**config.mk**
```make
export PLATFORM = sky130hd
export DESIGN_NAME = pt_timer
export DESIGN_NICKNAME = d
export VERILOG_FILES = /design/src/verilog/pt_pkg.sv /design/src/verilog/pt_timer.sv /design/src/verilog/pt_sync.sv
export SDC_FILE = /design/constraint.sdc
export NUM_CORES = 1
export LEC_CHECK = 0
export BUFFER_PORTS_ARGS = -buffer_cell sky130_fd_sc_hd__clkbuf_2
export CORE_ASPECT_RATIO = 0.9
export CORE_UTILIZATION = 30
export CTS_CLUSTER_DIAMETER = 50
export CTS_CLUSTER_SIZE = 8
export DETAILED_ROUTE_END_ITERATION = 7
export SKIP_CTS_REPAIR_TIMING = 1
export SLEW_MARGIN = 25
export SYNTH_ARGS = -nofsm -noshare
export SYNTH_HDL_FRONTEND = slang
export SYNTH_SLANG_ARGS = --single-unit
export TNS_END_PERCENT = 30
```
**constraint.sdc**
```tcl
create_clock -name clk -period 4.2 [get_ports clk]
set_input_delay 1.05 -clock clk [delete_from_list [all_inputs] [get_ports clk]]
set_output_delay 1.05 -clock clk [all_outputs]
set_load 0.1 [all_outputs]
```
**src/verilog/pt_pkg.sv**
```systemverilog
// constants, field layout and types for the paired 16/32-bit timer
// Contract
// - cascaded count: lower is low word
// - cascaded mode ignores upper control register
// - cascaded timer uses lower clock and gate
// - cascaded interrupt via upper flag and enable
// - 32-bit period match raises interrupt request
// - split timers: timer or synchronous counter only
// - lower prescaler output resynchronised, upper not
// - timer mode counts cycles, wraps at period
// - counter mode counts synced edges, wraps
// - low word read latches high word
// - cascaded low word write loads high from latch
// - counter stops in idle when bit set
// - two 16-bit control registers select modes
package pt_pkg;

   // ****************************************
   // register offsets (byte addresses)
   // ****************************************
   localparam logic [7:0] OFF_LOW_CNT = 8'h00;
   localparam logic [7:0] OFF_HIGH_CNT = 8'h04;
   localparam logic [7:0] OFF_HOLD = 8'h08;
   localparam logic [7:0] OFF_PER_LO = 8'h0C;
   localparam logic [7:0] OFF_PER_HI = 8'h10;
   localparam logic [7:0] OFF_CTL_LO = 8'h14;
   localparam logic [7:0] OFF_CTL_HI = 8'h18;
   localparam logic [7:0] OFF_IRQ_STS = 8'h1C;
   localparam logic [7:0] OFF_IRQ_MSK = 8'h20;
   localparam int unsigned ADDR_W = 8;

   // ****************************************
   // control register fields
   // ****************************************
   localparam int unsigned CTL_ON = 15;
   localparam int unsigned CTL_SIDL = 13;
   localparam int unsigned CTL_GATE = 6;
   localparam int unsigned CTL_PS_HI = 5;
   localparam int unsigned CTL_PS_LO = 4;
   localparam int unsigned CTL_T32 = 3;
   localparam int unsigned CTL_CS = 1;
   localparam logic [15:0] CTL_WMASK = 16'hA07A;
   localparam logic [15:0] CTL_RESET = 16'h0000;
   localparam logic [15:0] PER_RESET = 16'hFFFF;
   localparam logic [15:0] CNT_RESET = 16'h0000;

   // ****************************************
   // interrupt bits, pins, prescaler
   // ****************************************
   localparam int unsigned IRQ_LOWER = 0;
   localparam int unsigned IRQ_UPPER = 1;
   localparam int unsigned NPIN = 4;
   localparam int unsigned PIN_GATE0 = 2;
   localparam logic [7:0] PS_MAX_1 = 8'h00;
   localparam logic [7:0] PS_MAX_8 = 8'h07;
   localparam logic [7:0] PS_MAX_64 = 8'h3F;
   localparam logic [7:0] PS_MAX_256 = 8'hFF;

   // bus slave states
   typedef enum logic [1:0] {B_IDLE, B_WRITE, B_READ, B_RDATA} pt_bus_e;

   // last prescaler count before it emits a tick
   function automatic logic [7:0] pt_presc_max(input logic [1:0] sel);
      case (sel)
         2'h0: pt_presc_max = PS_MAX_1;
         2'h1: pt_presc_max = PS_MAX_8;
         2'h2: pt_presc_max = PS_MAX_64;
         default: pt_presc_max = PS_MAX_256;
      endcase
   endfunction : pt_presc_max

endpackage : pt_pkg

```
**src/verilog/pt_timer.sv**
```systemverilog
// paired 16-bit timers, cascadable to 32 bits, with AHB-Lite registers
`timescale 1ns/1ps
module pt_timer
   import pt_pkg::*;
(
   // clock, reset, freeze
   input wire logic clk,
   input wire logic rstn,
   input wire logic ce,
   // ahb-lite slave
   input wire logic hsel,
   input wire logic [31:0] haddr,
   input wire logic [1:0] htrans,
   input wire logic hwrite,
   input wire logic [2:0] hsize,
   input wire logic [31:0] hwdata,
   input wire logic hready,
   output logic [31:0] hrdata,
   output logic hreadyout,
   output logic hresp,
   // external clock and gate pins
   input wire logic lower_ext_clk,
   input wire logic upper_ext_clk,
   input wire logic lower_gate,
   input wire logic upper_gate,
   // processor idle level, same clock
   input wire logic cpu_idle,
   // interrupt
   output logic irq
);

   // ****************************************
   // declarations
   // ****************************************
   pt_bus_e state_q, state_d;
   logic [ADDR_W-1:0] addr_q, addr_d;
   logic [31:0] hrdata_q, hrdata_d;
   logic addr_ph, wr_en, rd_en;

   logic [15:0] ctl_q [2];
   logic [15:0] ctl_d [2];
   logic [15:0] per_q [2];
   logic [15:0] per_d [2];
   logic [15:0] hold_q, hold_d;
   logic [31:0] cnt_q, cnt_d;
   logic [1:0] sts_q, sts_d;
   logic [1:0] msk_q, msk_d;
   logic [1:0] ev;

   logic [NPIN-1:0] pin_lvl;
   logic [1:0] prev_q, prev_d;
   logic [1:0] ext_rise;
   logic [1:0] tick;
   logic m32, hit_lo, hit_hi;
   logic [15:0] wd16;

   // ****************************************
   // pin synchronisers
   // ****************************************
   // count clocks and gates are asynchronous pins; logic sees them
   // only through the three-stage chain
   pt_sync u_sync (
      .clk(clk),
      .rstn(rstn),
      .ce(ce),
      .pin({upper_gate, lower_gate, upper_ext_clk, lower_ext_clk}),
      .level(pin_lvl)
   );

   // rising edges of the clean external clocks
   // prev_q resets low like an idle pin, so reset gives no false edge
   // only the clean level is compared, never a raw pin
   always_comb begin
      prev_d = pin_lvl[1:0];
      ext_rise = pin_lvl[1:0] & ~prev_q;
   end

   always_ff @(posedge clk or negedge rstn) begin
      if (!rstn) begin
         prev_q <= '0;
      end else if (ce) begin
         prev_q <= prev_d;
      end
   end

   // ****************************************
   // per-timer prescaler and tick
   // ****************************************
   genvar gi;
   generate
      for (gi = 0; gi < 2; gi++) begin : g_tmr
         logic [7:0] pre_q, pre_d;
         logic raw, run, src, rsync_q;
         logic [15:0] ctl;

         // each half uses its own control; upper one is unused when cascaded
         assign ctl = ctl_q[gi];

         // run qualifiers: enable, stop in idle, gate
         // stop in idle applies to the pin counter source only
         // gate only qualifies the internal cycle source
         always_comb begin
            run = ctl[CTL_ON] & ~(ctl[CTL_CS] & ctl[CTL_SIDL] & cpu_idle)
                  & (ctl[CTL_CS] | ~ctl[CTL_GATE] | pin_lvl[PIN_GATE0 + gi]);
            src = ctl[CTL_CS] ? ext_rise[gi] : 1'b1;
            pre_d = pre_q;
            raw = 1'b0;
            if (!ctl[CTL_ON]) begin
               pre_d = '0;
            end else if (run && src) begin
               if (pre_q >= pt_presc_max(ctl[CTL_PS_HI:CTL_PS_LO])) begin
                  pre_d = '0;
                  raw = 1'b1;
               end else begin
                  pre_d = pre_q + 8'h01;
               end
            end
         end

         always_ff @(posedge clk or negedge rstn) begin
            if (!rstn) begin
               pre_q <= '0;
               rsync_q <= 1'b0;
            end else if (ce) begin
               pre_q <= pre_d;
               rsync_q <= raw;
            end
         end

         // lower half resynchronises prescaler output, upper uses it directly
         // the extra flop costs one cycle of latency on lower ticks but
         // keeps a fast pin clock from racing the count compare
         if (gi == 0) begin : g_lo
            assign tick[gi] = rsync_q;
         end else begin : g_hi
            assign tick[gi] = raw;
         end
      end
   endgenerate

   // ****************************************
   // ahb-lite slave sequencing
   // ****************************************
   assign addr_ph = hsel & htrans[1] & hready;
   assign wr_en = (state_q == B_WRITE);
   assign rd_en = (state_q == B_READ);

   // address phase capture, one wait state on reads
   // the read wait state lets the returned low word and the holding
   // latch capture come from one and the same count value
   // writes need no wait: they land at the end of the data phase
   always_comb begin
      state_d = state_q;
      addr_d = addr_q;
      hrdata_d = hrdata_q;
      case (state_q)
         B_READ: begin
            state_d = B_RDATA;
            case (addr_q)
               OFF_LOW_CNT: hrdata_d = {16'h0000, cnt_q[15:0]};
               OFF_HIGH_CNT: hrdata_d = {16'h0000, cnt_q[31:16]};
               OFF_HOLD: hrdata_d = {16'h0000, hold_q};
               OFF_PER_LO: hrdata_d = {16'h0000, per_q[0]};
               OFF_PER_HI: hrdata_d = {16'h0000, per_q[1]};
               OFF_CTL_LO: hrdata_d = {16'h0000, ctl_q[0]};
               OFF_CTL_HI: hrdata_d = {16'h0000, ctl_q[1]};
               OFF_IRQ_STS: hrdata_d = {30'h00000000, sts_q};
               OFF_IRQ_MSK: hrdata_d = {30'h00000000, msk_q};
               default: hrdata_d = 32'h00000000;
            endcase
         end
         default: begin
            if (addr_ph) begin
               addr_d = haddr[ADDR_W-1:0];
               state_d = hwrite ? B_WRITE : B_READ;
            end else begin
               state_d = B_IDLE;
            end
         end
      endcase
   end

   always_ff @(posedge clk or negedge rstn) begin
      if (!rstn) begin
         state_q <= B_IDLE;
         addr_q <= '0;
         hrdata_q <= '0;
      end else if (ce) begin
         state_q <= state_d;
         addr_q <= addr_d;
         hrdata_q <= hrdata_d;
      end
   end

   assign hrdata = hrdata_q;
   assign hreadyout = (state_q != B_READ);
   assign hresp = 1'b0;

   // ****************************************
   // count, period, control, interrupt
   // ****************************************
   assign m32 = ctl_q[0][CTL_T32];
   assign hit_lo = (cnt_q[15:0] == per_q[0]);
   assign hit_hi = (cnt_q[31:16] == per_q[1]);
   assign wd16 = hwdata[15:0];

   // next count: ticks first, bus writes override
   // cascaded mode uses only the lower tick; upper control, prescaler
   // and gate are left running but have no effect on the count
   // a count write in the same cycle as a tick wins, so software sees
   // exactly the value it wrote
   always_comb begin
      cnt_d = cnt_q;
      ev = 2'b00;
      if (m32) begin
         if (tick[0]) begin
            if (hit_lo && hit_hi) begin
               cnt_d = {CNT_RESET, CNT_RESET};
               ev[IRQ_UPPER] = 1'b1;
            end else begin
               cnt_d = cnt_q + 32'h00000001;
            end
         end
      end else begin
         if (tick[0]) begin
            if (hit_lo) begin
               cnt_d[15:0] = CNT_RESET;
               ev[IRQ_LOWER] = 1'b1;
            end else begin
               cnt_d[15:0] = cnt_q[15:0] + 16'h0001;
            end
         end
         if (tick[1]) begin
            if (hit_hi) begin
               cnt_d[31:16] = CNT_RESET;
               ev[IRQ_UPPER] = 1'b1;
            end else begin
               cnt_d[31:16] = cnt_q[31:16] + 16'h0001;
            end
         end
      end
      if (wr_en && addr_q == OFF_LOW_CNT) begin
         cnt_d[15:0] = wd16;
         if (m32) begin
            cnt_d[31:16] = hold_q;
         end
      end
      if (wr_en && addr_q == OFF_HIGH_CNT) begin
         cnt_d[31:16] = wd16;
      end
   end

   // register writes, holding latch capture, sticky status
   // status set is applied last so an event never loses against a
   // write-one-to-clear that lands in the same cycle
   always_comb begin
      ctl_d = ctl_q;
      per_d = per_q;
      hold_d = hold_q;
      msk_d = msk_q;
      sts_d = sts_q;
      if (rd_en && addr_q == OFF_LOW_CNT) begin
         hold_d = cnt_q[31:16];
      end
      if (wr_en) begin
         case (addr_q)
            OFF_HOLD: hold_d = wd16;
            OFF_PER_LO: per_d[0] = wd16;
            OFF_PER_HI: per_d[1] = wd16;
            OFF_CTL_LO: ctl_d[0] = wd16 & CTL_WMASK;
            OFF_CTL_HI: ctl_d[1] = wd16 & CTL_WMASK;
            OFF_IRQ_STS: sts_d = sts_q & ~hwdata[1:0];
            OFF_IRQ_MSK: msk_d = hwdata[1:0];
            default: hold_d = hold_d;
         endcase
      end
      sts_d = sts_d | ev; // set beats write-one-to-clear
   end

   always_ff @(posedge clk or negedge rstn) begin
      if (!rstn) begin
         cnt_q <= '0;
         ctl_q[0] <= CTL_RESET;
         ctl_q[1] <= CTL_RESET;
         per_q[0] <= PER_RESET;
         per_q[1] <= PER_RESET;
         hold_q <= '0;
         sts_q <= '0;
         msk_q <= '0;
      end else if (ce) begin
         cnt_q <= cnt_d;
         ctl_q <= ctl_d;
         per_q <= per_d;
         hold_q <= hold_d;
         sts_q <= sts_d;
         msk_q <= msk_d;
      end
   end

   // level interrupt from unmasked status
   // stays high until software clears the status bit or its mask
   assign irq = |(sts_q & msk_q);

endmodule : pt_timer

```
**src/verilog/pt_sync.sv**
```systemverilog
// three-stage pin synchroniser, output moves when stages two and three agree
`timescale 1ns/1ps
module pt_sync
   import pt_pkg::*;
(
   // clock and reset
   input wire logic clk,
   input wire logic rstn,
   input wire logic ce,
   // pins in, clean levels out
   input wire logic [NPIN-1:0] pin,
   output logic [NPIN-1:0] level
);

   logic [NPIN-1:0] s1_q, s2_q, s3_q, lvl_q;
   logic [NPIN-1:0] lvl_d;

   // take stage two only where it matches stage three
   always_comb begin
      lvl_d = (s2_q & ~(s2_q ^ s3_q)) | (lvl_q & (s2_q ^ s3_q));
   end

   // shift chain; first stage feeds only the second
   always_ff @(posedge clk or negedge rstn) begin
      if (!rstn) begin
         s1_q <= '0;
         s2_q <= '0;
         s3_q <= '0;
         lvl_q <= '0;
      end else if (ce) begin
         s1_q <= pin;
         s2_q <= s1_q;
         s3_q <= s2_q;
         lvl_q <= lvl_d;
      end
   end

   assign level = lvl_q;

endmodule : pt_sync

```
==> out/metrics.yaml, run 1 <==
outcome:
  outcome: "finished, final reports clean"
setup_path:
  ff2ff_path_depth: 7
  worst_setup_path_start_kind: "flop"
  critPathCaptureType: "flop"
  critPathArrivalTime_ns: 3.38
  cp_max_fo: 13
  criticalPathCategory: "flop to flop"
  reg2reg_slack_ns: 1.15
  required_ns: 4.53
drt:
  highest_layer: "met4"
  drtIter0Drc: 923
  wl_met3_um: 1860
  dr_total_vias: 7981
  drt-wirelength-per-cell_um: 19.3
  met2_length_um: 12600
  ant_nets: 0
  dr.pass1.iters: 8
  wl_um: 27600
  drc_errors: 0
  wl_met1_um: 12500
  via_per_inst: 5.56
grt:
  antenna_found_initial: 0
  gr-total-overflow: 0
  grt_pass1_wl_um: 44400
  track_usage: 0.175
  grt_max_degree: 93
  grt_pass1_vias: 7727
floorplan:
  start_util: 0.307
  core-area_um2: 31100
  dieWidth_um: 190
  num_rows: 61
  boundaryPins: 115
  die_h_um: 171
  dieArea_um2: 32500
sta:
  clock.fmax_mhz: 328
  fin_crit_sh: 0.725
  finalCriticalPeriod_ns: 3.05
  skew_ns: 0.0117
  drv_slew: 0
  hold_viol_final: 0
  setup_ws_ns: 1.15
  slew_headroom: 0.383
  tightestPinTransition_ns: 0.925
  grt_setup_unrepaired: "no"
  fin_setup_tns_ns: 0
  whs_ns: 0.502
  final-setup-viol-count: 0
placed_design:
  dp.cells: 1403
  place_area_um2: 10100
  dpl.hpwl_um: 19500
  dpl_worst_slack_ns: 1.12
  gp_congestion: 0.858
  port_buffers: 53
power_and_ir_drop:
  ir_drop_uv: 291
  leakage_nw: 4.51
  p_total_mw: 5.16
  p_per_area_nw_per_um2: 485
yosys:
  synthAdderAreaFrac: 0.0197
  synthMuxAreaShare: 0.0811
  syn_area_per_cell_um2: 9.60
  syn_inst: 993
  synth-compound-area-share: 0.210
  synth_top_family_by_area: "compound AO/OA/AOI/OAI gates"
  synth_top_area_frac: 0.333
  synth.most_common_cell: "dfrtp_1"
  yosys.area_share.simple: 0.161
  synth-main-ff-cell: "dfrtp_1"
  ys_seq_elements: 159
  yosys_warnings: 0
  synthTopCellsByCount: "127 x dfrtp_1, 80 x nand2_1, 73 x nor2_1"
  synth_top_area_cell: "dfrtp_1"
  ys_types: 83
  yosys-top-cells-area: "dfrtp_1 33%, dfstp_2 8.8%, mux2_2 7.8%, a21oi_1 3.2%, nand2_1 3.2%"
  netlist_area_um2: 9530
  async_flop_share: 1.00
  yosysSeqAreaShare: 0.422
  synthXorXnorAreaFrac: 0.0459
  synth-edff-count: 0
layout:
  stdcell_count: 1435
  multi_input_area_um2: 5010
  nets: 1108
  nFillCells: 3173
  regArea_um2: 4020
  postLayoutCoreUtil: 0.342
  n_antenna_cell: 0
  area_delta_synth_final_pct: 11.6
  design_area_um2: 10600
  drive_above_1_share: 0.232
clock_tree:
  root_buffer: "clkbuf_16"
  clock-sinks: 159
  cts_tree: "built"
  cts_made_buffers: 17
  clk_latency_ns: 0.44
  cts_max_path_buffers: 2
  cts-htree-levels: 4
  path_clk_slew_ns: 0.06
job:
  drv_cap: 0
hold_path:
  hp-class: "flop to flop"
-- final cells by class --
type	count	share of cell area
Multi-Input combinational cell	739	0.471
Sequential cell	159	0.378
Tap cell	409	0.0481
Clock buffer	19	0.0426
Timing Repair Buffer	73	0.0408
Clock inverter	13	0.0120
Inverter	23	0.00811
-- how the worst min path moves through the flow --
stage                                  to  slack, ns                        from  cells after the start
2_1_floorplan      state_q[1]$_DFFE_PN0P_       0.45      state_q[1]$_DFFE_PN0P_                      2
3_3_place_gp        prev_q[0]$_DFFE_PN0P_       0.48       prev_q[0]$_DFFE_PN0P_                      1
3_5_place_dp        hrdata[2]$_DFFE_PN0P_       0.49       hrdata[2]$_DFFE_PN0P_                      1
4_1_cts        u_sync.s2_q[0]$_DFFE_PN0P_       0.51  u_sync.s1_q[0]$_DFFE_PN0P_                      1
5_1_grt            hrdata[10]$_DFFE_PN0P_       0.52      hrdata[10]$_DFFE_PN0P_                      1
6_report           state_q[1]$_DFFE_PN0P_       0.50      state_q[1]$_DFFE_PN0P_                      2
-- cell usage in the layout, fill, tap and decap left out, drive strengths merged, types with 6 or more instances in the layout --
master and n:
nand3 39, dfrtp 127, clkbuf 71, nor3 23
or3 6, nand2b 7, a31oi 8, mux2 66
a221oi 13, buf 21, a21oi 63, nand2 81
ha 15, conb 17, a21o 6, nor4 14
a22oi 25, dfstp 32, a222oi 16, o22ai 17
a211oi 11, clkinv 7, nor2b 6, o31ai 6
o21ai 67, inv 27, nand4 17, nor2 76
a22o 22, xnor2 29, xor2 21, and3 18
-- cell families (layout without fill, tap and decap cells) --
group / count (synthesis) / in the layout
muxes: 69 / 69
DFF: 159 / 159
other: 1 / 17
adders and majority gates: 15 / 15
xor gates and xnor gates: 50 / 50
AOI/OAI and AO/OA: 288 / 288
buffers and inverters: 111 / 128
and+or+nand+nor: 300 / 300
-- power breakdown --
part           internal [mW]  switching (mW)
registers               1.82           0.383
logic                  0.547           0.873
clock network          0.860           0.681
-- critical path: stages, from the launching register on --
cell and delay (ns):
dfrtp_1 0.61, xor2_1 0.27, nor4_1 0.11, and4_1 0.40, a211oi_4 0.75, nand2_1 0.24, o221a_2 0.34, a211oi_1 0.22
-- per-layer routing --
metal / vias up / GRT usage
li1: 3695 / -
met1: 3934 / 0.243
met2: 310 / 0.270
met3: 42 / 0.0324
met4: 0 / 0.0663
met5: - / 0
No activity file was read; power rests on OpenSTA's default activity.
==> run 2: changes to the inputs <==
Clock period 4.2 ns to 2.9 ns, I/O delays scaled along.
==> run 2 against run 1 <==
- routed wire length rose by 5.6%
- largest power group unchanged
- highest routed layer unchanged
- non-clock buffer count rose by 41
- setup slack got worse by 0.96 ns
- register-to-register slack got worse by 0.96 ns
- combinational power rose by 74%
- utilization rose by 1.1 points
==> out/metrics.yaml, run 2 (synthesis gave the netlist of run 1 again) <==
layout:
  nets: 1149  # was 1108
  final_common_cell: "dfrtp_1"  # unchanged
  n_antenna_cell: 0  # unchanged
  drive_above_1_share: 0.260  # was 0.232
  area_delta_synth_final_pct: 15.3  # was 11.6%
  nFillCells: 3125  # was 3173
  final_cell_mix: "127 x dfrtp_1, 80 x nand2_1, 73 x nor2_1"  # was 127 x dfrtp_1, 80 x nand2_1, 72 x nor2_1
power_and_ir_drop:
  p_sw_frac: 0.374  # was 0.375
  clockPowerShare: 0.289  # was 0.299
  leakage_nw: 4.71  # was 4.51 nW
  cell_internal_pwr_mw: 4.87  # was 3.22 mW
  netSwitchingPower_mw: 2.91  # was 1.94 mW
  p_seq_frac: 0.394  # was 0.426
  ir_drop_uv: 417  # was 291 µV
  p_per_area_nw_per_um2: 708  # was 485 nW/µm²
  combPwrFrac: 0.317  # was 0.275
setup_path:
  required_ns: 3.25  # was 4.53 ns
  r2r-start: "g_tmr[1].ctl[4]$_DFFE_PN0P_"
  critPathArrivalTime_ns: 3.06  # was 3.38 ns
  cpPeakStageDelay_ns: 0.44  # was 0.75 ns
  cp_cell_sequence: "nor2_1, ha_1, a21oi_1, a221oi_2, o2111ai_2, and2_4, nor3_4, a221oi_1, or3_1, a21oi_1"  # was xor2_1, nor4_1, and4_1, a211oi_4, nand2_1, o221a_2, a211oi_1
  critical_path.top_delay_family: "simple AND/OR/NAND/NOR gates"  # was compound AO/OA/AOI/OAI gates
  worst_setup_path_start_kind: "flop"  # unchanged
  cp_max_fo: 7  # was 13
  slowest_stage: "dfrtp_1"  # was a211oi_4
  criticalPathCategory: "flop to flop"  # unchanged
  critPathBufInv: 0  # unchanged
  critPathCaptureType: "flop"  # unchanged
  worstSetupStartpoint: "g_tmr[1].ctl[4]$_DFFE_PN0P_"
  crit_top_cell: "a21oi_1"
drt:
  drtIter0Drc: 1043  # was 923
  via_per_inst: 5.55  # was 5.56
  ant_nets: 0  # unchanged
  drt-wirelength-per-cell_um: 19.8  # was 19.3 µm
  drc_errors: 0  # unchanged
  dr_total_vias: 8197  # was 7981
  wl_um: 29200  # was 27600 µm
  dr.pass1.iters: 6  # was 8
sta:
  skew_ns: 0.0137  # was 0.0117 ns
  slew_headroom: 0.499  # was 0.383
  drv_slew: 0  # unchanged
  setup_ws_ns: 0.196  # was 1.15 ns
  tightestPinTransition_ns: 0.750  # was 0.925 ns
  clock.fmax_mhz: 370  # was 328 MHz
  fin_crit_sh: 0.932  # was 0.725
  finalCriticalPeriod_ns: 2.70  # was 3.05 ns
  grt_setup_unrepaired: "no"  # unchanged
  fin_setup_tns_ns: 0  # unchanged
  hold_viol_final: 0  # unchanged
  final-setup-viol-count: 0  # unchanged
grt:
  grt_max_degree: 52  # was 93
  antenna_found_initial: 0  # unchanged
  grt_pass1_wl_um: 46400  # was 44400 µm
  track_usage: 0.184  # was 0.175
  grt_pass1_vias: 7972  # was 7727
  gr-total-overflow: 0  # unchanged
clock_tree:
  cts_max_path_buffers: 2  # unchanged
  cts-htree-levels: 4  # unchanged
  clk_latency_ns: 0.44  # about the same
  cts_made_buffers: 17  # unchanged
  clock-sinks: 159  # unchanged
  cts_tree: "built"  # unchanged
  root_buffer: "clkbuf_16"  # unchanged
  path_clk_slew_ns: 0.07  # was 0.06 ns
hold_path:
  hp-class: "input port to async pin"  # was flop to flop
floorplan:
  start_util: 0.307  # unchanged
  die_h_um: 171  # unchanged
  num_rows: 61  # unchanged
  dieArea_um2: 32500  # unchanged
  dieWidth_um: 190  # unchanged
  boundaryPins: 115  # unchanged
  core-area_um2: 31100  # unchanged
placed_design:
  port_buffers: 53  # unchanged
  dpl_worst_slack_ns: 0.168  # was 1.12 ns
  gp_congestion: 0.897  # was 0.858
  dpl.hpwl_um: 20900  # was 19500 µm
job:
  drv_cap: 0  # unchanged
outcome:
  outcome: "finished, final reports clean"  # unchanged
run 2: stage by stage:
| stage | util | total power [mW] | hold slack [ns] | cells | area, µm² |
|---|---|---|---|---|---|
| 2_1_floorplan | - | 4.76 | 0.429 | 1009 | 9590 |
| 4_1_cts | 0.354 | 7.75 | 0.271 | 1476 | 11000 |
| 6_report | 0.354 | 7.78 | 0.238 | 1476 | 11000 |
| 3_3_place_gp | 0.335 | 5.46 | 0.475 | 1444 | 10400 |
| 5_1_grt | 0.354 | 8.15 | 0.276 | 1476 | 11000 |
| 3_5_place_dp | 0.335 | 5.51 | 0.490 | 1444 | 10400 |
run 2: worst paths after layout:
path / endpoint / slack, ns / cells past startpoint
setup / recovery: flop / 0.20 / 10
min in group clk: hrdata[11]$_DFFE_PN0P_ / 0.51 / 1
setup reg to reg: flop / 0.20 / 10
max in group asynchronous: per_q[21]$_DFFE_PN1P_ / 1.90 / 2
hold reg to reg: hrdata[11]$_DFFE_PN0P_ / 0.51 / 1
hold / removal: cnt_q[7]$_DFFE_PN0P_ / 0.24 / 1
run 2: power groups by stage:
stage	combinational (mW)	clock [mW]	sequential [mW]
6_report	2.47	2.25	3.07
3_5_place_dp	2.43	0	3.08
4_1_cts	2.44	2.26	3.05
2_1_floorplan	1.87	0	2.89
5_1_grt	2.68	2.36	3.11
3_3_place_gp	2.38	0	3.08
run 2: routing by layer:
layer / up-vias / share of wire / wire length [µm] / GRT usage
met5: - / 0 / 0 / 0
met4: 0 / 0.035 / 1020 / 0.0789
met3: 68 / 0.056 / 1620 / 0.0291
met2: 294 / 0.45 / 13200 / 0.286
met1: 4058 / 0.46 / 13300 / 0.254
li1: 3777 / - / - / -
run 2: cell type report:
cell class / count / area, µm² / area share
multi-input combinational: 739 / 5010 / 0.456
sequential: 159 / 4020 / 0.366
timing repair buffer: 114 / 779 / 0.0709
tap: 409 / 512 / 0.0466
clock buffer: 20 / 457 / 0.0416
clock inverter: 12 / 124 / 0.0113
inverter: 23 / 86.3 / 0.00786
